## src/wdtit_consts.vh

```
`ifndef WDTIT_CONSTS_VH
`define WDTIT_CONSTS_VH

// register offsets on the local port
`define WDTIT_ADDR_W            3
`define WDTIT_OFS_COUNT         3'h0
`define WDTIT_OFS_CTRL          3'h1
`define WDTIT_OFS_KEY           3'h2
`define WDTIT_OFS_EVT_STATUS    3'h3
`define WDTIT_OFS_EVT_MASK      3'h4

// control/status field positions
`define WDTIT_BIT_WRAP          7
`define WDTIT_BIT_MODE          6
`define WDTIT_BIT_ENABLE        5
`define WDTIT_BIT_RSVD          4
`define WDTIT_BIT_ACTION        3
`define WDTIT_CKS_HI            2
`define WDTIT_CKS_LO            0

// event status / mask field positions
`define WDTIT_EVT_W             2
`define WDTIT_EVT_INTERVAL      0
`define WDTIT_EVT_GUARD         1

// reset values and count maximum
`define WDTIT_RST_COUNT         8'h00
`define WDTIT_RST_CTRL          8'h00
`define WDTIT_RST_EVT           2'h0
`define WDTIT_COUNT_MAX         8'hFF

// unlock key (value arbitrary)
`define WDTIT_UNLOCK_KEY        8'h5A

// prescaler taps: log2 of divide ratio for select codes 000..111
`define WDTIT_PRE_W             17
`define WDTIT_TAP0              1
`define WDTIT_TAP1              6
`define WDTIT_TAP2              7
`define WDTIT_TAP3              9
`define WDTIT_TAP4              11
`define WDTIT_TAP5              13
`define WDTIT_TAP6              15
`define WDTIT_TAP7              17

// reset-out low time in clock cycles
`define WDTIT_RSTOUT_CYCLES     8'h10

`endif

```

## src/wdtit_prescaler.v

```verilog
`timescale 1ns/1ns
`include "wdtit_consts.vh"

module wdtit_prescaler
(
	input  wire       mclk,
	input  wire       rst_n,
	input  wire       run,
	input  wire [2:0] divide_select,
	output reg        tick
);

	reg  [`WDTIT_PRE_W-1:0] pre_q;
	wire [`WDTIT_PRE_W:0]   ones;

	// ones[j] is high when the low j bits of the prescaler are all set
	assign ones[0] = 1'b1;
	genvar j;
	generate
		for (j = 0; j < `WDTIT_PRE_W; j = j + 1)
		begin : g_ones
			assign ones[j+1] = ones[j] & pre_q[j];
		end
	endgenerate

	// cleared while stopped so the first tick after enable is a full period
	always @(posedge mclk or negedge rst_n)
	begin
		if (!rst_n)
			pre_q <= {`WDTIT_PRE_W{1'b0}};
		else if (!run)
			pre_q <= {`WDTIT_PRE_W{1'b0}};
		else
			pre_q <= pre_q + {{(`WDTIT_PRE_W-1){1'b0}}, 1'b1};
	end

	always @*
	begin
		case (divide_select)
			3'h0:    tick = run & ones[`WDTIT_TAP0];
			3'h1:    tick = run & ones[`WDTIT_TAP1];
			3'h2:    tick = run & ones[`WDTIT_TAP2];
			3'h3:    tick = run & ones[`WDTIT_TAP3];
			3'h4:    tick = run & ones[`WDTIT_TAP4];
			3'h5:    tick = run & ones[`WDTIT_TAP5];
			3'h6:    tick = run & ones[`WDTIT_TAP6];
			3'h7:    tick = run & ones[`WDTIT_TAP7];
			default: tick = 1'b0;
		endcase
	end

endmodule

```

## src/wdtit_top.v

```verilog
`timescale 1ns/1ns
`include "wdtit_consts.vh"

module wdtit_top
(
	input  wire                     mclk,
	input  wire                     rst_n,
	input  wire [`WDTIT_ADDR_W-1:0] reg_addr,
	input  wire [7:0]               reg_wdata,
	input  wire                     reg_wr,
	input  wire                     reg_rd,
	output reg  [7:0]               reg_rdata,
	output reg                      interval_irq,
	output reg                      nmi_req,
	output reg                      internal_reset_req,
	output reg                      reset_out_pin_n
);

	localparam ST_IDLE  = 2'b01;
	localparam ST_PULSE = 2'b10;

	reg  [7:0]              count_q;
	reg  [7:0]              count_d;
	reg                     wrap_flag_q;
	reg                     wrap_flag_d;
	reg                     wrap_seen_q;
	reg                     wrap_seen_d;
	reg                     mode_q;
	reg                     enable_q;
	reg                     action_q;
	reg  [2:0]              cks_q;
	reg                     unlock_q;
	reg                     unlock_d;
	reg  [`WDTIT_EVT_W-1:0] evt_status_q;
	reg  [`WDTIT_EVT_W-1:0] evt_status_d;
	reg  [`WDTIT_EVT_W-1:0] evt_mask_q;
	reg  [1:0]              state_q;
	reg  [1:0]              state_d;
	reg  [7:0]              pulse_cnt_q;
	reg  [7:0]              pulse_cnt_d;

	wire                    tick;
	wire                    hit_count;
	wire                    hit_ctrl;
	wire                    hit_key;
	wire                    hit_status;
	wire                    hit_mask;
	wire                    guarded_hit;
	wire                    wr_ok;
	wire                    wr_bad;
	wire                    wr_count;
	wire                    wr_ctrl;
	wire                    wrap;
	wire                    wrap_interval;
	wire                    wrap_nmi;
	wire                    wrap_reset;
	wire                    pulse_done;
	wire [7:0]              ctrl_view;

	assign hit_count  = (reg_addr == `WDTIT_OFS_COUNT);
	assign hit_ctrl   = (reg_addr == `WDTIT_OFS_CTRL);
	assign hit_key    = (reg_addr == `WDTIT_OFS_KEY);
	assign hit_status = (reg_addr == `WDTIT_OFS_EVT_STATUS);
	assign hit_mask   = (reg_addr == `WDTIT_OFS_EVT_MASK);

	// stray stores from a crashed program must not feed the dog
	assign guarded_hit = hit_count | hit_ctrl;
	assign wr_ok       = reg_wr & guarded_hit & unlock_q;
	assign wr_bad      = reg_wr & guarded_hit & ~unlock_q;
	assign wr_count    = wr_ok & hit_count;
	assign wr_ctrl     = wr_ok & hit_ctrl;

	wdtit_prescaler u_prescaler
	(
		.mclk          (mclk),
		.rst_n         (rst_n),
		.run           (enable_q),
		.divide_select (cks_q),
		.tick          (tick)
	);

	// a software write to the count wins over a simultaneous tick
	assign wrap = tick & enable_q & ~wr_count & (count_q == `WDTIT_COUNT_MAX);

	assign wrap_interval = wrap & ~mode_q;
	assign wrap_nmi      = wrap & mode_q & ~action_q;
	assign wrap_reset    = wrap & mode_q & action_q;

	assign pulse_done = (state_q == ST_PULSE) && (pulse_cnt_q == 8'h01);

	// reserved bit reads zero whatever software wrote
	assign ctrl_view = {wrap_flag_q, mode_q, enable_q, 1'b0, action_q, cks_q};

	// counter
	always @*
	begin
		count_d = count_q;
		if (!enable_q)
			count_d = `WDTIT_RST_COUNT;
		else if (wr_count)
			count_d = reg_wdata;
		else if (tick)
			count_d = count_q + 8'h01;
	end

	always @(posedge mclk or negedge rst_n)
	begin
		if (!rst_n)
			count_q <= `WDTIT_RST_COUNT;
		else
			count_q <= count_d;
	end

	// control fields
	always @(posedge mclk or negedge rst_n)
	begin
		if (!rst_n)
		begin
			mode_q   <= 1'b0;
			enable_q <= 1'b0;
			action_q <= 1'b0;
			cks_q    <= 3'h0;
		end
		else if (wr_ctrl)
		begin
			mode_q   <= reg_wdata[`WDTIT_BIT_MODE];
			enable_q <= reg_wdata[`WDTIT_BIT_ENABLE];
			action_q <= reg_wdata[`WDTIT_BIT_ACTION];
			cks_q    <= reg_wdata[`WDTIT_CKS_HI:`WDTIT_CKS_LO];
		end
	end

	// wrap flag: cleared by reading one then writing zero, by enable low,
	// or by the end of the internal reset; a new wrap wins over any clear
	always @*
	begin
		wrap_flag_d = wrap_flag_q;
		wrap_seen_d = wrap_seen_q;
		if (reg_rd && hit_ctrl && wrap_flag_q)
			wrap_seen_d = 1'b1;
		if (wr_ctrl)
		begin
			if (!reg_wdata[`WDTIT_BIT_WRAP] && wrap_seen_q)
			begin
				wrap_flag_d = 1'b0;
				wrap_seen_d = 1'b0;
			end
			if (!reg_wdata[`WDTIT_BIT_ENABLE])
			begin
				wrap_flag_d = 1'b0;
				wrap_seen_d = 1'b0;
			end
		end
		if (pulse_done)
		begin
			wrap_flag_d = 1'b0;
			wrap_seen_d = 1'b0;
		end
		if (wrap)
		begin
			wrap_flag_d = 1'b1;
			wrap_seen_d = 1'b0;
		end
	end

	always @(posedge mclk or negedge rst_n)
	begin
		if (!rst_n)
		begin
			wrap_flag_q <= 1'b0;
			wrap_seen_q <= 1'b0;
		end
		else
		begin
			wrap_flag_q <= wrap_flag_d;
			wrap_seen_q <= wrap_seen_d;
		end
	end

	// unlock: a key write arms exactly one guarded write; any other
	// write disarms it, so the key cannot be parked ahead of time
	always @*
	begin
		unlock_d = unlock_q;
		if (reg_wr)
		begin
			if (hit_key)
				unlock_d = (reg_wdata == `WDTIT_UNLOCK_KEY);
			else
				unlock_d = 1'b0;
		end
	end

	always @(posedge mclk or negedge rst_n)
	begin
		if (!rst_n)
			unlock_q <= 1'b0;
		else
			unlock_q <= unlock_d;
	end

	// reset-out sequencer
	always @*
	begin
		state_d     = state_q;
		pulse_cnt_d = pulse_cnt_q;
		case (state_q)
			ST_IDLE:
			begin
				if (wrap_reset)
				begin
					state_d     = ST_PULSE;
					pulse_cnt_d = `WDTIT_RSTOUT_CYCLES;
				end
			end
			ST_PULSE:
			begin
				if (pulse_done)
					state_d = ST_IDLE;
				else
					pulse_cnt_d = pulse_cnt_q - 8'h01;
			end
			default:
			begin
				state_d     = ST_IDLE;
				pulse_cnt_d = 8'h00;
			end
		endcase
	end

	always @(posedge mclk or negedge rst_n)
	begin
		if (!rst_n)
		begin
			state_q     <= ST_IDLE;
			pulse_cnt_q <= 8'h00;
		end
		else
		begin
			state_q     <= state_d;
			pulse_cnt_q <= pulse_cnt_d;
		end
	end

	always @(posedge mclk or negedge rst_n)
	begin
		if (!rst_n)
		begin
			internal_reset_req <= 1'b0;
			reset_out_pin_n    <= 1'b1;
			nmi_req            <= 1'b0;
		end
		else
		begin
			internal_reset_req <= (state_d == ST_PULSE);
			reset_out_pin_n    <= ~(state_d == ST_PULSE);
			nmi_req            <= wrap_nmi;
		end
	end

	// event status: sticky, cleared by a read, an event in the read cycle stays
	always @*
	begin
		evt_status_d = evt_status_q;
		if (reg_rd && hit_status)
			evt_status_d = `WDTIT_RST_EVT;
		if (wrap_interval)
			evt_status_d[`WDTIT_EVT_INTERVAL] = 1'b1;
		if (wr_bad)
			evt_status_d[`WDTIT_EVT_GUARD] = 1'b1;
	end

	always @(posedge mclk or negedge rst_n)
	begin
		if (!rst_n)
			evt_status_q <= `WDTIT_RST_EVT;
		else
			evt_status_q <= evt_status_d;
	end

	always @(posedge mclk or negedge rst_n)
	begin
		if (!rst_n)
			evt_mask_q <= `WDTIT_RST_EVT;
		else if (reg_wr && hit_mask)
			evt_mask_q <= reg_wdata[`WDTIT_EVT_W-1:0];
	end

	always @(posedge mclk or negedge rst_n)
	begin
		if (!rst_n)
			interval_irq <= 1'b0;
		else
			interval_irq <= |(evt_status_d & evt_mask_q);
	end

	// read data stands in the cycle after the strobe only
	always @(posedge mclk or negedge rst_n)
	begin
		if (!rst_n)
			reg_rdata <= 8'h00;
		else if (!reg_rd)
			reg_rdata <= 8'h00;
		else
		begin
			case (reg_addr)
				`WDTIT_OFS_COUNT:      reg_rdata <= count_q;
				`WDTIT_OFS_CTRL:       reg_rdata <= ctrl_view;
				`WDTIT_OFS_KEY:        reg_rdata <= {7'h00, unlock_q};
				`WDTIT_OFS_EVT_STATUS: reg_rdata <= {6'h00, evt_status_q};
				`WDTIT_OFS_EVT_MASK:   reg_rdata <= {6'h00, evt_mask_q};
				default:               reg_rdata <= 8'h00;
			endcase
		end
	end

endmodule
```

## config.mk

```make
export PLATFORM = sky130hd
export DESIGN_NAME = wdtit_top
export DESIGN_NICKNAME = d
export VERILOG_FILES = /design/src/wdtit_prescaler.v /design/src/wdtit_top.v
export VERILOG_INCLUDE_DIRS = /design/src
export SDC_FILE = /design/constraint.sdc
export NUM_CORES = 1
export LEC_CHECK = 0
export BUFFER_PORTS_ARGS = -buffer_cell sky130_fd_sc_hd__clkbuf_2
export CELL_PAD_IN_SITES_DETAIL_PLACEMENT = 1
export CELL_PAD_IN_SITES_GLOBAL_PLACEMENT = 1
export CORE_MARGIN = 2
export CORE_UTILIZATION = 45
export CTS_BUF_LIST = sky130_fd_sc_hd__clkbuf_2
export CTS_CLUSTER_DIAMETER = 50
export DETAILED_ROUTE_END_ITERATION = 10
export PLACE_DENSITY = 0.83
export RECOVER_POWER = 50
export SETUP_SLACK_MARGIN = 0.2
export SLEW_MARGIN = 10
export SYNTH_ARGS = -nofsm -noshare
export SYNTH_HDL_FRONTEND = slang
export SYNTH_SLANG_ARGS = --single-unit
```

## constraint.sdc

```tcl
create_clock -name mclk -period 4.4 [get_ports mclk]
set_clock_uncertainty 0.05 [all_clocks]
set_input_delay 0.44 -clock mclk [delete_from_list [all_inputs] [get_ports mclk]]
set_output_delay 0.44 -clock mclk [all_outputs]
set_load 0.02 [all_outputs]
```

; ---- Word-level counts from Yosys, hierarchy flattened
; Index checks and enable logic that the tools add are counted.
[classes]
add_sub_neg = 3
n_eq_ne = 21
mux = 28
bitwise = 43
n_reduce_logical = 13
[ops]
columns = op, n
row1 = $mux 8, 6
row2 = $pmux 8 s5, 1
row3 = $and 1x1->1, 36
row4 = $add 17x1->17 const B, 1
row5 = $mux 17, 1
row6 = $pmux 8 s2, 1
row7 = $eq 3x3->1 const B, 5
row8 = $mux 1, 14
row9 = $eq 3x2->1 const B, 4
row10 = $add 8x1->8 const B, 1
row11 = $eq 8x1->1 const B, 1
row12 = $eq 8x7->1 const B, 1
row13 = $eq 8x8->1 const B, 1
row14 = $pmux 1 s8, 1
row15 = $sub 8x1->8 const B, 1
row16 = $eq 3x1->1 const B, 2
row17 = $logic_and 1x1->1, 6
row18 = $logic_not 3->1, 2
row19 = $mux 2, 3
row20 = $not 1->1, 5
row21 = $eq 2x2->1 const B, 2
row22 = $ne 2x2->1 const B, 2
row23 = $ne 4x1->1 const B, 1
row24 = $pmux 2 s2, 1
row25 = 8 further kinds, 9
[word_totals]
ff_bits = 60
inputBits = 15
elab_cells = 126

; ---- Logic depth before layout (Yosys ltp)
[logic_depth]
ltp_word = 27
ltp_mapped = 9
depth_no_buf = 8

; ---- Hierarchy
; Synthesis repeated with hierarchy kept, for this count alone.
[hier_totals]
cells_unflattened = 310
area_unflattened_um2 = 3174.3
[by_module_without_submodules]
columns = mod, instances, cells_per_inst, area_each_um2, seq_area_each_um2
row1 = wdtit_top, 1, 213, 2194.6, 1078.5
row2 = wdtit_prescaler, 1, 97, 979.7, 425.4

; ---- Least setup slack after synthesis
; OpenSTA, ideal clock, no wires.
[synth_path]
kind = register to register
startpoint = reg u_prescaler.pre_q[0]
endpoint = reg pulse_cnt_q[6]
setup_time_ns = 0.120
arrival_time_ns = 1.965
required_ns = 4.230
setup_slack_ns = 2.265
stages_incl_launch_ff = 9
n_path_buf = 0
period_less_slack_ns = 2.135
cell_sequence = dfrtp_1 -> ha_1 -> ha_1 -> nand4_1 -> a311oi_1 -> nor3_1 -> nor4b_4 -> or2_1 -> a41o_1
[synth_between]
elab_chain_len = 25
word_cells_on_any_way = 32
[synth_lines]
columns = item, line_no
row1 = from (decl), wdtit_prescaler.v:13  ; reg [`WDTIT_PRE_W-1:0] pre_q;
row2 = from (signal assigned), wdtit_prescaler.v:30  ; pre_q <= {`WDTIT_PRE_W{1'b0}};
row3 = from (signal assigned), wdtit_prescaler.v:32  ; pre_q <= {`WDTIT_PRE_W{1'b0}};
row4 = from (signal assigned), wdtit_prescaler.v:34  ; pre_q <= pre_q + {{(`WDTIT_PRE_W-1){1'b0}}, 1'b1};
row5 = $and 1x1->1 (16 in a row), wdtit_prescaler.v:22  ; assign ones[j+1] = ones[j] & pre_q[j];
row6 = $and 1x1->1, wdtit_prescaler.v:47  ; 3'h7: tick = run & ones[`WDTIT_TAP7];
row7 = $pmux 1 s8 *, wdtit_prescaler.v:39  ; case (divide_select)
row8 = $and 1x1->1 * (3 in a row), wdtit_top.v:83  ; assign wrap = tick & enable_q & ~wr_count & (count_q == `WDTIT_COUNT_MAX);
row9 = $and 1x1->1 * (2 in a row), wdtit_top.v:87  ; assign wrap_reset = wrap & mode_q & action_q;
row10 = $ne 2x2->1 (no line) *, n/a
row11 = $reduce_and 2->1 (no line) *, n/a
row12 = to (signal assigned), wdtit_top.v:241  ; pulse_cnt_q <= pulse_cnt_d;
row13 = to (decl), wdtit_top.v:39  ; reg [7:0] pulse_cnt_q;
; Mark *: on every way between the ends. The rest lies on a longest branch, timed or not.
; A chain may end at the register's enable or synchronous reset.

==> results by group <==
Critical path
  – Critical Path Source Type: input pin
  – Critical Path Max Stage Delay: 2.26 ns
  – CP endpoint kind: asynchronous set/reset pin
  – Critical path, cell by cell: clkbuf_2, clkbuf_1
  – Kind of critical path: in -> async
  – CP arrival: 2.80 ns
  – Crit-path leading delay family: buffers and inverters
  – Worst path buffer plus inverter count: 2
  – Slowest cell on crit path: clkbuf_1
  – Critical path fanouts, max: 60
  – CP Data Required Time: 4.26 ns
  – R2R setup slack: 1.79 ns

Synth
  – Synthesized cell area: 3189 µm²
  – Mux share of post-synthesis cell area: 5.335%
  – Post-synthesis sequential area ratio: 47.16%
  – Primary FF master, synth: dfrtp_1
  – Synthesized flop and latch total: 60
  – Area fraction in compound gates after synthesis: 14.28%
  – Syn Area/Cell: 9.936 µm²
  – Main combinational cell family by area after synthesis: simple AND/OR/NAND/NOR gates
  – Synthesis warning total: 0
  – XOR/XNOR Fraction of Synth Area: 4.943%
  – Post-Syn Instances: 321
  – Number of synthesized flops with an enable pin: 0
  – Syn_nets: 343
  – Synth cell types: 63
  – Ys async rst share: 100.0%
  – Synth Area in Adders: 2.746%
  – Synth Area in Simple Gates: 22.24%

Power and ir drop
  – Static leakage: 1.540 nW
  – Total power: 1.251 mW
  – Worst vdd ir: 0.2921 mV
  – Pwr dens: 358.1 nW/µm²

CTS
  – Post-CTS Setup Bufs: 0
  – Skew-Pair Late Insertion Delay: 0.50 ns
  – CTS Buf Count: 9
  – Clock slew at reported path FFs: 0.17 ns
  – Post-CTS Resized: 0
  – Clk root buf: clkbuf_2
  – Max clock buf depth: 2
  – Clk sinks: 60
  – CTS tree: built
  – Cts hold-fix bufs: 0
  – Htree depth: 3

Final layout
  – Post-route insts no fill: 449
  – Most frequent cells in the layout: dfrtp_1, clkbuf_2, nor2_1, o21ai_0, nand2_1
  – Diodes inserted: 0
  – Post-route design area: 3493 µm²
  – Synthesis-to-finish area growth: 9.533%
  – Area taken by multi-input logic gates: 1580 µm²
  – Sequential Area: 1504 µm²
  – Most common cell after layout, fill and taps aside: dfrtp_1
  – Ratio of cells with drive above 1 in the final layout: 17.85%
  – Nets: 370
  – # fillers: 815

Timing
  – Final worst-path cycle share: 66.70%
  – Final min period: 2.935 ns
  – Measured slew at the worst slew-check pin: 3.215 ns
  – Fin. max-slew vios: 61
  – Worst slew margin: -114.3%
  – RSZ-0062 raised after global routing: false
  – Final Hold Viols: 0
  – Fin Setup TNS: 0 ns
  – Fmax: 0.3407 GHz
  – Setup-failing EPs final: 0
  – Hold WS: 0.1092 ns

Route
  – Drt initial violations: 138
  – Vias: 2519
  – Pre-antenna DRT Iters: 4
  – Wire per inst: 16.80 µm
  – Number of remaining DRC errors: 0
  – Final WL: 7543 µm
  – Vias per cell: 5.610
  – Post-DRT Antenna Nets: 0

Global route
  – Largest net degree at the start of global routing: 61
  – Total track usage: 21.63%
  – Initial antenna violation count: 0
  – Vias in the first global route: 2689
  – Global-route wire length before repair: 12970 µm
  – Total gr overflow: 0

Placement
  – Cells after DPL: 433
  – HPWL after detailed placement: 5286 µm
  – Number of buffers added on ports: 26
  – Placer Congestion: 0.8568
  – Placed Area: 3391 µm²

Outcome
  – Run status: finished, violations left
  – Failing checks: capacitance limit, slew limit

Die
  – CORE AREA: 6832 µm²
  – Number of top-level pins: 27
  – Die Y: 88.19 µm
  – Die Area: 7777 µm²
  – Row count: 30
  – Chip width: 88.19 µm
  – Initial Utilization: 46.68%

Worst hold path
  – Worst hold path class: in -> reg

Run
  – Max-Cap Viols: 1
[layer usage]
metal	share of wire, %	track usage [%]	vias up	routed length [µm]
li1	-	-	1212	-
met5	0	0	-	0
met4	2.0	9.229	0	149
met3	2.2	3.770	14	169
met2	48	34.04	38	3639
met1	48	29.52	1255	3585
[per-stage QoR]
stage	setup slack (ns)	utilization [%]
CTS	1.848	51.21
floorplan	2.265	-
detailed placement	1.843	49.63
global placement	1.973	49.63
finish	1.465	51.14
global route	0.8101	51.14
[sequential cells by signal (all words and copies together), names as in the netlist]
name                cells
enable_q                1
wrap_flag_q             1
evt_mask_q              2
interval_irq            1
action_q                1
cks_q                   3
unlock_q                1
u_prescaler.pre_q      17
state_q                 2
nmi_req                 1
pulse_cnt_q             8
count_q                 8
wrap_seen_q             1
reset_out_pin_n         1
internal_reset_req      1
evt_status_q            2
mode_q                  1
reg_rdata               8
[final timing paths]
kind / from / endpoint / cells past startpoint
setup / recovery: rst_n / u_prescaler.pre_q[2] / 2
hold / removal: reg_wr / unlock_q / 2
setup reg to reg: state_q[0] / pulse_cnt_q[4] / 7
hold reg to reg: u_prescaler.pre_q[0] / u_prescaler.pre_q[0] / 1
max in group mclk: state_q[0] / pulse_cnt_q[4] / 7
min in group asynchronous: rst_n / u_prescaler.pre_q[10] / 2
[report_power, final]
group          switching (mW)  internal [mW]
clock                   0.209          0.133
sequential             0.0770          0.612
combinational           0.118          0.102
[cell usage after synthesis, types with 4 or more instances]
master	count	area, µm²
clkbuf_1	7	26.28
mux2_2	8	90.09
xor2_1	9	78.83
ha_1	7	87.58
a21oi_1	13	65.06
inv_1	9	33.78
xnor2_1	9	78.83
nand3_1	18	90.09
nand2_1	21	78.83
and3_1	5	31.28
or3_1	6	37.54
nor3_1	9	45.04
nor4_1	5	31.28
o22ai_1	5	31.28
nand4_1	5	31.28
and2_1	4	25.02
a21boi_0	4	30.03
o21ai_0	22	110.1
dfrtp_1	58	1451
nor2_1	33	123.9
mux2i_1	8	80.08
[layout make-up]
type / count / share of cell area, %
clock inverter: 5 / 1.504
inverter: 9 / 0.9670
timing repair buffer: 29 / 4.226
clock buffer: 11 / 1.576
multi-input combinational: 239 / 45.24
sequential: 60 / 43.05
tap: 96 / 3.438
[kinds of logic after synthesis]
family,Yosys count
buffers and inverters,22
DFF,60
muxes,16
adders and majority gates,7
xor gates and xnor gates,18
AOI/OAI and AO/OA,69
and+or+nand+nor,129
Power figures use the tool's default switching activity.
